## src/logic/sfc_pkg.sv

```systemverilog
/*
 * Shared constants, opcode table and carrier types of the serial flash
 * command front end. Assumes a single system clock domain in the user.
 */
package sfc_pkg;

	// Widths of the serial word and the array address
	localparam int BYTE_W   = 8;
	localparam int ARRAY_AW = 20;
	localparam int ADDR_HW  = 16;

	// Byte counts of the framing
	localparam logic [1:0] ADDR_LAST = 2'h2;
	localparam logic [1:0] DUMMY_NONE = 2'h0;
	localparam logic [1:0] DUMMY_ONE  = 2'h1;
	localparam logic [1:0] DUMMY_TWO  = 2'h2;

	// Steps of the bit counter and its reload values
	localparam logic [2:0] STEP_SGL  = 3'h1;
	localparam logic [2:0] STEP_DUAL = 3'h2;
	localparam logic [2:0] TX_SGL    = 3'h7;
	localparam logic [2:0] TX_DUAL   = 3'h3;

	// Byte shifted out when the read buffer has run dry
	localparam logic [7:0] FILL_BYTE = 8'hff;

	// Supported opcodes
	localparam logic [7:0] OP_RD_MAX = 8'h1b, OP_RD_FAST = 8'h0b, OP_RD_SLOW = 8'h03;
	localparam logic [7:0] OP_RD_DUAL = 8'h3b, OP_ERS_4K = 8'h20, OP_ERS_32K = 8'h52;
	localparam logic [7:0] OP_ERS_64K = 8'hd8, OP_ERS_CHA = 8'h60, OP_ERS_CHB = 8'hc7;
	localparam logic [7:0] OP_PROG = 8'h02, OP_PROG_DUAL = 8'ha2, OP_WEN = 8'h06;
	localparam logic [7:0] OP_WDIS = 8'h04, OP_PROT = 8'h36, OP_UNPROT = 8'h39;
	localparam logic [7:0] OP_RD_PROT = 8'h3c, OP_LOCK = 8'h33, OP_FREEZE = 8'h34;
	localparam logic [7:0] OP_RD_LOCK = 8'h35, OP_OTP_PROG = 8'h9b, OP_OTP_RD = 8'h77;
	localparam logic [7:0] OP_RD_STAT = 8'h05, OP_WR_STAT1 = 8'h01, OP_WR_STAT2 = 8'h31;
	localparam logic [7:0] OP_RESET = 8'hf0, OP_RD_ID = 8'h9f, OP_DPD = 8'hb9;
	localparam logic [7:0] OP_DPD_EXIT = 8'hab;

	// Parser states, Gray along idle, opcode, address, dummy, data
	typedef enum logic [2:0] {
		SFC_IDLE   = 3'h0,
		SFC_OPC    = 3'h1,
		SFC_ADDR   = 3'h3,
		SFC_DUMMY  = 3'h2,
		SFC_DIN    = 3'h6,
		SFC_DOUT   = 3'h7,
		SFC_IGNORE = 3'h5
	} sfc_state_t;

	// What an opcode asks of the parser
	typedef struct packed {
		logic       ok;
		logic       has_addr;
		logic [1:0] dummy;
		logic       out_phase;
		logic       dual_in;
		logic       dual_out;
	} sfc_opc_info_t;

	// Command handed to the array side
	typedef struct packed {
		logic [BYTE_W-1:0]   opcode;
		logic [ARRAY_AW-1:0] addr;
	} sfc_cmd_t;

	// Opcode table lookup
	function automatic sfc_opc_info_t sfc_decode(input logic [7:0] op);
		sfc_opc_info_t i;
		i = '0;
		i.ok = 1'b1;
		case (op)
			OP_RD_MAX, OP_OTP_RD: begin
				i.has_addr = 1'b1; i.dummy = DUMMY_TWO; i.out_phase = 1'b1;
			end
			OP_RD_FAST: begin
				i.has_addr = 1'b1; i.dummy = DUMMY_ONE; i.out_phase = 1'b1;
			end
			OP_RD_DUAL: begin
				i.has_addr = 1'b1; i.dummy = DUMMY_ONE; i.out_phase = 1'b1;
				i.dual_out = 1'b1;
			end
			OP_RD_SLOW, OP_RD_PROT, OP_RD_LOCK: begin
				i.has_addr = 1'b1; i.out_phase = 1'b1;
			end
			OP_PROG_DUAL: begin
				i.has_addr = 1'b1; i.dual_in = 1'b1;
			end
			OP_ERS_4K, OP_ERS_32K, OP_ERS_64K, OP_PROG, OP_PROT, OP_UNPROT,
			OP_LOCK, OP_FREEZE, OP_OTP_PROG: i.has_addr = 1'b1;
			OP_RD_STAT, OP_RD_ID: i.out_phase = 1'b1;
			OP_ERS_CHA, OP_ERS_CHB, OP_WEN, OP_WDIS, OP_WR_STAT1, OP_WR_STAT2,
			OP_RESET, OP_DPD, OP_DPD_EXIT: i.ok = 1'b1;
			default: i.ok = 1'b0;
		endcase
		return i;
	endfunction

endpackage
```

## src/logic/sfc_frontend.sv

```systemverilog
/*
 * Serial flash command front end: frames SPI transactions by chip select,
 * parses opcode, address and dummy bytes, passes program data out and
 * shifts read data in from a small buffer. Assumes the array side runs
 * on mclk_i and that SCK is at least eight mclk periods long.
 */
// Behaviour
// - Only SPI modes 0 and 3 are served, the idle clock level is irrelevant.
// - Input bits are taken on SCK rising edges and output bits change on falling edges.
// - During dual-input program the serial output pin is read as a second input.
// - During dual-output read the serial input pin is driven as a second output.
// - Every byte moves most significant bit first in both directions.
// - An unsupported opcode starts no operation.
// - After an unsupported opcode all input is ignored until the next frame.
// - A frame cut short before opcode and address are complete does nothing.
// - The top four received address bits are dropped, twenty bits are kept.
// - Raising chip select ends a read and releases the output at once.
`timescale 1ns/100ps
module sfc_frontend
	import sfc_pkg::*;
#(
	parameter int RD_DEPTH = 2
) (
	// Clock and reset
	input  wire logic        mclk_i,
	input  wire logic        rst_n_i,
	// Serial pins
	input  wire logic        cs_n_i,
	input  wire logic        sck_i,
	input  wire logic        ser_in_i,
	output logic             ser_in_o,
	output logic             ser_in_oe_o,
	input  wire logic        ser_out_i,
	output logic             ser_out_o,
	output logic             ser_out_oe_o,
	// Decoded command
	output sfc_cmd_t         cmd_o,
	output logic             cmd_valid_o,
	// Program data bytes
	output logic [BYTE_W-1:0] wr_byte_o,
	output logic             wr_valid_o,
	// Read data bytes
	input  wire logic [BYTE_W-1:0] rd_byte_i,
	input  wire logic        rd_valid_i,
	output logic             rd_ready_o
);

	localparam int PW = $clog2(RD_DEPTH);

	// The pointer logic wraps naturally, so the depth must be a power of two
	generate
		if (RD_DEPTH < 2 || (1 << PW) != RD_DEPTH) begin : g_bad_depth
			$error("RD_DEPTH must be a power of two of at least 2");
		end
	endgenerate

	// Two-stage synchronisers plus one history stage for the clock
	logic [3:0] sync1_q, sync2_q;
	logic       sck_old_q;
	always_ff @(posedge mclk_i or negedge rst_n_i) begin
		if (!rst_n_i) begin
			sync1_q   <= 4'hf;
			sync2_q   <= 4'hf;
			sck_old_q <= 1'b1; // Matches synced reset level, no false rising edge
		end else begin
			sync1_q   <= {cs_n_i, sck_i, ser_in_i, ser_out_i};
			sync2_q   <= sync1_q;
			sck_old_q <= sync2_q[2];
		end
	end

	// Edges are taken from the second stage only; idle level does not matter
	wire cs_act   = ~sync2_q[3];
	wire sck_rise = sync2_q[2] & ~sck_old_q;
	wire sck_fall = ~sync2_q[2] & sck_old_q;
	wire si_s     = sync2_q[1];
	wire so_s     = sync2_q[0];

	// Parser state
	sfc_state_t        state_q, state_d;
	sfc_opc_info_t     info_q, info_d;
	logic [BYTE_W-1:0] opc_q, opc_d;
	logic [ADDR_HW-1:0] addr_q, addr_d;
	logic [1:0]        idx_q, idx_d, dummy_q, dummy_d;
	logic [BYTE_W-1:0] rx_sh_q;
	logic [2:0]        rx_cnt_q;
	sfc_cmd_t          cmd_d;
	logic              cmd_valid_d, wr_valid_d;

	// Receive shifter decode; dual input packs two bits per edge
	wire               dual_rx  = (state_q == SFC_DIN) && info_q.dual_in;
	wire [2:0]         rx_step  = dual_rx ? STEP_DUAL : STEP_SGL;
	wire [2:0]         rx_nx    = rx_cnt_q + rx_step;
	wire [BYTE_W-1:0]  rx_byte  = dual_rx ? {rx_sh_q[5:0], so_s, si_s}
	                                      : {rx_sh_q[6:0], si_s};
	wire               rx_done  = sck_rise && (rx_nx == 3'h0);
	wire sfc_opc_info_t dec     = sfc_decode(rx_byte);
	wire [ARRAY_AW-1:0] full_addr = {addr_q[11:0], rx_byte};

	// Next state of the frame parser
	always_comb begin
		state_d     = state_q;
		info_d      = info_q;
		opc_d       = opc_q;
		addr_d      = addr_q;
		idx_d       = idx_q;
		dummy_d     = dummy_q;
		cmd_d       = cmd_o;
		cmd_valid_d = 1'b0;
		wr_valid_d  = 1'b0;
		case (state_q)
			SFC_IDLE: if (cs_act) state_d = SFC_OPC;
			SFC_OPC: if (rx_done) begin
				opc_d  = rx_byte;
				info_d = dec;
				idx_d  = 2'h0;
				if (!dec.ok) begin
					state_d = SFC_IGNORE;
				end else if (dec.has_addr) begin
					state_d = SFC_ADDR;
				end else begin
					cmd_d       = '{opcode: rx_byte, addr: '0};
					cmd_valid_d = 1'b1;
					state_d     = dec.out_phase ? SFC_DOUT : SFC_DIN;
				end
			end
			SFC_ADDR: if (rx_done) begin
				addr_d = {addr_q[7:0], rx_byte};
				idx_d  = idx_q + 2'h1;
				if (idx_q == ADDR_LAST) begin
					cmd_d       = '{opcode: opc_q, addr: full_addr};
					cmd_valid_d = 1'b1;
					dummy_d     = info_q.dummy;
					if (info_q.dummy != DUMMY_NONE) state_d = SFC_DUMMY;
					else state_d = info_q.out_phase ? SFC_DOUT : SFC_DIN;
				end
			end
			SFC_DUMMY: if (rx_done) begin
				dummy_d = dummy_q - 2'h1;
				if (dummy_q == DUMMY_ONE) state_d = SFC_DOUT;
			end
			SFC_DIN: wr_valid_d = rx_done;
			SFC_DOUT, SFC_IGNORE: state_d = state_q;
			default: state_d = SFC_IDLE;
		endcase
		if (!cs_act) begin
			state_d     = SFC_IDLE;
			cmd_valid_d = 1'b0;
			wr_valid_d  = 1'b0;
		end
	end

	// Parser registers; the bit counter rx_cnt_q is held at zero outside a frame
	always_ff @(posedge mclk_i or negedge rst_n_i) begin
		if (!rst_n_i) begin
			state_q     <= SFC_IDLE;
			info_q      <= '0;
			opc_q       <= '0;
			addr_q      <= '0;
			idx_q       <= 2'h0;
			dummy_q     <= 2'h0;
			rx_sh_q     <= '0;
			rx_cnt_q    <= 3'h0;
			cmd_o       <= '0;
			cmd_valid_o <= 1'b0;
			wr_byte_o   <= '0;
			wr_valid_o  <= 1'b0;
		end else begin
			state_q     <= state_d;
			info_q      <= info_d;
			opc_q       <= opc_d;
			addr_q      <= addr_d;
			idx_q       <= idx_d;
			dummy_q     <= dummy_d;
			cmd_o       <= cmd_d;
			cmd_valid_o <= cmd_valid_d;
			wr_valid_o  <= wr_valid_d;
			if (wr_valid_d) wr_byte_o <= rx_byte;
			if (!cs_act) rx_cnt_q <= 3'h0;
			else if (sck_rise) rx_cnt_q <= rx_nx;
			if (cs_act && sck_rise) rx_sh_q <= rx_byte;
		end
	end

	// Read buffer; flushed between frames so no stale byte leaks out
	logic [BYTE_W-1:0] mem_q [RD_DEPTH];
	logic [PW-1:0]     wp_q, rp_q;
	logic [PW:0]       cnt_q;
	logic [2:0]        tx_left_q;
	logic [BYTE_W-1:0] tx_sh_q;
	wire               push    = rd_valid_i && rd_ready_o;
	wire               tx_load = sck_fall && (state_q == SFC_DOUT) && (tx_left_q == 3'h0);
	wire               pop     = tx_load && (cnt_q != '0);
	wire [PW:0]        cnt_d   = cnt_q + {{PW{1'b0}}, push} - {{PW{1'b0}}, pop};
	wire [BYTE_W-1:0]  tx_src  = (tx_left_q != 3'h0) ? tx_sh_q
	                           : ((cnt_q != '0) ? mem_q[rp_q] : FILL_BYTE);
	wire               dual_tx = info_q.dual_out;
	wire               drive   = cs_act && (state_q == SFC_DOUT);

	always_ff @(posedge mclk_i) begin
		if (push) mem_q[wp_q] <= rd_byte_i;
	end

	// Buffer pointers and the transmit shifter
	always_ff @(posedge mclk_i or negedge rst_n_i) begin
		if (!rst_n_i) begin
			wp_q         <= '0;
			rp_q         <= '0;
			cnt_q        <= '0;
			rd_ready_o   <= 1'b0;
			tx_left_q    <= 3'h0;
			tx_sh_q      <= '0;
			ser_out_o    <= 1'b0;
			ser_in_o     <= 1'b0;
			ser_out_oe_o <= 1'b0;
			ser_in_oe_o  <= 1'b0;
		end else begin
			if (!cs_act) begin
				rp_q  <= wp_q;
				cnt_q <= '0;
			end else begin
				if (push) wp_q <= wp_q + 1'b1;
				if (pop) rp_q <= rp_q + 1'b1;
				cnt_q <= cnt_d;
			end
			rd_ready_o <= cs_act && (cnt_d < (PW+1)'(RD_DEPTH));
			if (!drive) begin
				tx_left_q <= 3'h0;
			end else if (sck_fall) begin
				ser_out_o <= tx_src[7];
				ser_in_o  <= tx_src[6];
				tx_sh_q   <= dual_tx ? {tx_src[5:0], 2'b00} : {tx_src[6:0], 1'b0};
				if (tx_load) tx_left_q <= dual_tx ? TX_DUAL : TX_SGL;
				else tx_left_q <= tx_left_q - 3'h1;
			end
			ser_out_oe_o <= drive && (sck_fall || ser_out_oe_o);
			ser_in_oe_o  <= drive && dual_tx && (sck_fall || ser_in_oe_o);
		end
	end
endmodule

```

## config.mk

```make
export PLATFORM = sky130hd
export DESIGN_NAME = sfc_frontend
export DESIGN_NICKNAME = d
export VERILOG_FILES = /design/src/logic/sfc_pkg.sv /design/src/logic/sfc_frontend.sv
export SDC_FILE = /design/constraint.sdc
export NUM_CORES = 1
export LEC_CHECK = 0
export BUFFER_PORTS_ARGS = -buffer_cell sky130_fd_sc_hd__buf_2
export CORE_MARGIN = 4
export CORE_UTILIZATION = 36
export DETAILED_ROUTE_END_ITERATION = 6
export SYNTH_ARGS = -nofsm -noshare
export SYNTH_HDL_FRONTEND = slang
export SYNTH_SLANG_ARGS = --single-unit
```

## constraint.sdc

```tcl
create_clock -name mclk_i -period 3.45 [get_ports mclk_i]
set_input_delay 0.1725 -clock mclk_i [delete_from_list [all_inputs] [get_ports mclk_i]]
set_output_delay 0.1725 -clock mclk_i [all_outputs]
set_load 0.05 [all_outputs]
```

==> results.sh <==
export IMPL_status="complete, no violations"
export IMPL_hold_class="in -> reg"
export IMPL_antenna_cells=0
export IMPL_async_flop_share=0.871
export IMPL_dp_slack_ns=0.358
export IMPL_firstDrtPassIters=5
export IMPL_hold_viol_final=0
export IMPL_grt_pass1_wl_um=23300
export IMPL_wl_per_cell_um=16.1
export IMPL_ys_top_cells_by_count="dfrtp_1 (99), nand2_1 (58), nor2_1 (58)"
export IMPL_initial_utilization=0.372
export IMPL_cp_required_ns=3.74
export IMPL_vias=4696
export IMPL_gp_congestion=0.862
export IMPL_tightestPinTransition_ns=0.824
export IMPL_max_freq_ghz=0.321
export IMPL_avgSynthCellArea_um2=10.3
export IMPL_cts_num_sinks=124
export IMPL_io_pins=58
export IMPL_crit_path_max_incr_delay_ns=0.47
export IMPL_ys_flop_type="dfrtp_1"
export IMPL_synth_area_leaders="dfrtp_1 (41%), edfxtp_1 (8.0%), a21oi_1 (4.0%)"
export IMPL_antenna_found_initial=0
export IMPL_fp_dieH_um=137
export IMPL_synth_edf_count=16
export IMPL_drt_iter0_markers=354
export IMPL_grt_usage=0.158
export IMPL_power_density_nw_per_um2=559
export IMPL_yosysMostFrequentCell="dfrtp_1"
export IMPL_switchingPower_w=0.00115
export IMPL_cts_setup_buffers=0
export IMPL_die_w_um=137
export IMPL_drive_gt1_frac=0.218
export IMPL_fin_crit_ns=3.12
export IMPL_cts_path_max_buffers=2
export IMPL_crit_fanout=12
export IMPL_cts_resized=0
export IMPL_pwr_share_clk=0.427
export IMPL_die_area_um2=18800
export IMPL_netlist_instances=582
export IMPL_crit_top_cell="ha_1"
export IMPL_cts_buffers=17
export IMPL_final_setup_worst_slack_ns=0.331
export IMPL_grt_pass1_vias=4569
export IMPL_pwr_share_seq=0.431
export IMPL_start_kind="register"
export IMPL_rsz0062_at_grt="no"
export IMPL_rrSetupSlack_ns=0.33
export IMPL_switching_share=0.284
export IMPL_critPathLaunch="state_q[1]"
export IMPL_vias_per_cell=5.32
export IMPL_crit_chain="and4b_1 > inv_4 > ha_1 > ha_1 > a21oi_1 > xor2_1 > nand2_1 > nor2_1 > a31oi_4 > buf_4 > a22o_1"
export IMPL_final_max_slew_viol_count=0
export IMPL_fillers=1509
export IMPL_port_buffers=57
export IMPL_fin_skew_ns=0.0108
export IMPL_slew_headroom=0.450
export IMPL_cp_slowest_cell="dfrtp_1"
export IMPL_yosysTopAreaCell="dfrtp_1"
export IMPL_yosysSeqAreaShare=0.533
export IMPL_worstPathArrival_ns=3.41
export IMPL_htree_levels=4
export IMPL_root_buffer="clkbuf_16"
export IMPL_cts_tree="yes"
export IMPL_combPwrFrac=0.142
export IMPL_synth_warnings=0
export IMPL_synth_seq_cells=124
export IMPL_path_clk_slew_ns=0.06
export IMPL_endpoint_kind="register"
export IMPL_insertion_delay_ns=0.41
export IMPL_fin_crit_sh=0.904
export IMPL_ant_nets=0
export IMPL_cap_viol_max_count=0
export IMPL_setup_viol=0
export IMPL_grt_ovfl_total=0
export IMPL_fp_coreArea_um2=16100
export IMPL_netlist_area_um2=5990
export IMPL_p_int_w=0.00291
export IMPL_cts_hold_buf=13
export IMPL_fin_tns_setup_ns=0
export IMPL_area_growth_pct=21.2
export IMPL_crit_type="reg -> reg"
export IMPL_p_leak_nw=3.30
export IMPL_reg2reg_from="state_q[1]"
export IMPL_post_dp_hpwl_um=9840
export IMPL_grt_start_max_net_pins=66
export IMPL_wl_um=14200
export IMPL_ys_types=64
export IMPL_num_rows=46
export IMPL_hold_path_startpoint="rd_valid_i"
export IMPL_ir_drop_uv=358
export IMPL_synthDominantCellAreaShare=0.413
export IMPL_synth_nets=605
export IMPL_nets=676
export IMPL_drc=0
-- path summary, 6_finish.rpt --
check,end,depth (start not counted)
setup / recovery,cmd_o[8],11
hold / removal,wp_q,4
setup reg to reg,cmd_o[8],11
hold reg to reg,sync2_q[1],0
max in group asynchronous,info_q[2],3
min in group asynchronous,ser_out_oe_o,2
-- metrics by stage --
stage / util / power (W) / cell area (µm²) / hold WS (ns) / std cells
after floorplan: - / 0.00211 / 5990 / -0.123 / 582
after global placement: 0.406 / 0.00232 / 6540 / 0.278 / 837
after detailed placement: 0.406 / 0.00234 / 6540 / 0.279 / 837
after CTS: 0.451 / 0.00410 / 7260 / 0.170 / 882
after global routing: 0.451 / 0.00424 / 7260 / 0.193 / 882
final: 0.451 / 0.00406 / 7260 / 0.182 / 882
-- critical path, delay by kind of cell (launching register included) --
kind | cells | cell delay [ns]
fa+ha+maj | 2 | 0.34
flops | 1 | 0.47
simple gates | 3 | 0.86
xor+xnor | 1 | 0.32
buf+inv | 2 | 0.30
compound gates | 3 | 0.69
-- cell usage in the layout, fill, tap and decap left out, types with 3 or more instances in the layout --
| master | instances |
|---|---|
| nor2_1 | 58 |
| mux2_2 | 15 |
| inv_1 | 14 |
| ha_1 | 8 |
| o21ai_0 | 31 |
| dfstp_2 | 9 |
| nand2_1 | 58 |
| a31oi_1 | 10 |
| dfrtp_1 | 99 |
| buf_4 | 24 |
| clkinvlp_4 | 3 |
| o2bb2ai_1 | 6 |
| a21oi_1 | 48 |
| mux2i_1 | 21 |
| dlygate4sd3_1 | 13 |
| mux2_1 | 4 |
| nor4_1 | 3 |
| nor3_1 | 13 |
| nand3_1 | 8 |
| o31ai_1 | 7 |
| and3_1 | 3 |
| xnor2_1 | 5 |
| nand4_1 | 11 |
| nand3b_1 | 3 |
| clkbuf_16 | 18 |
| or3_1 | 3 |
| clkinv_2 | 3 |
| nor4b_1 | 3 |
| nor4bb_1 | 7 |
| and2_1 | 8 |
| buf_2 | 56 |
| edfxtp_1 | 16 |
| clkinv_4 | 3 |
| a22o_1 | 15 |
| nor2b_1 | 8 |
| or4_1 | 3 |
| nand4b_1 | 6 |
-- state kept, by name (all words and copies together), names as in the netlist, 2 cells and up --
| signal | flops |
|---|---|
| cmd_o | 28 |
| rx_cnt_q | 3 |
| sync2_q | 4 |
| addr_q | 12 |
| rx_sh_q | 7 |
| tx_left_q | 3 |
| sync1_q | 4 |
| dummy_q | 2 |
| cnt_q | 2 |
| state_q | 3 |
| wr_byte_o | 8 |
| info_q | 4 |
| idx_q | 2 |
| tx_sh_q | 7 |
| mem_q | 16 |
| opc_q | 8 |
-- power by group through the flow --
stage               Clock (W)  Combinational, W  Sequential [W]
finish                0.00173          0.000576         0.00175
global route          0.00184          0.000642         0.00176
CTS                   0.00178          0.000581         0.00174
detailed placement          0          0.000568         0.00177
global placement            0          0.000560         0.00176
floorplan                   0          0.000425         0.00169
-- per-layer routing --
layer  global-route usage  wire, µm
met5                    0         0
met4               0.0571       280
met3               0.0415       786
met2                0.251      6810
met1                0.208      6300
-- kinds of logic (layout without fill, tap and decap cells) --
logic type	Yosys count	count (layout)	share of synthesized area
DFF	124	124	0.533
AOI/OAI and AO/OA	141	141	0.151
muxes	42	42	0.0768
buffers and inverters	57	141	0.0403
xor gates and xnor gates	7	7	0.0102
and+or+nand+nor	203	203	0.171
adders and majority gates	8	8	0.0167
-- final cells by class --
| class | instances | area, µm² | area share |
|---|---|---|---|
| well taps | 216 | 270 | 0.0372 |
| multi-input cells | 401 | 2560 | 0.352 |
| clock buffers | 20 | 478 | 0.0658 |
| repair buffers | 93 | 591 | 0.0813 |
| clock inverters | 12 | 111 | 0.0153 |
| inverters | 16 | 62.6 | 0.00861 |
| flip-flops and latches | 124 | 3190 | 0.440 |
Power figures use the tool's default switching activity.
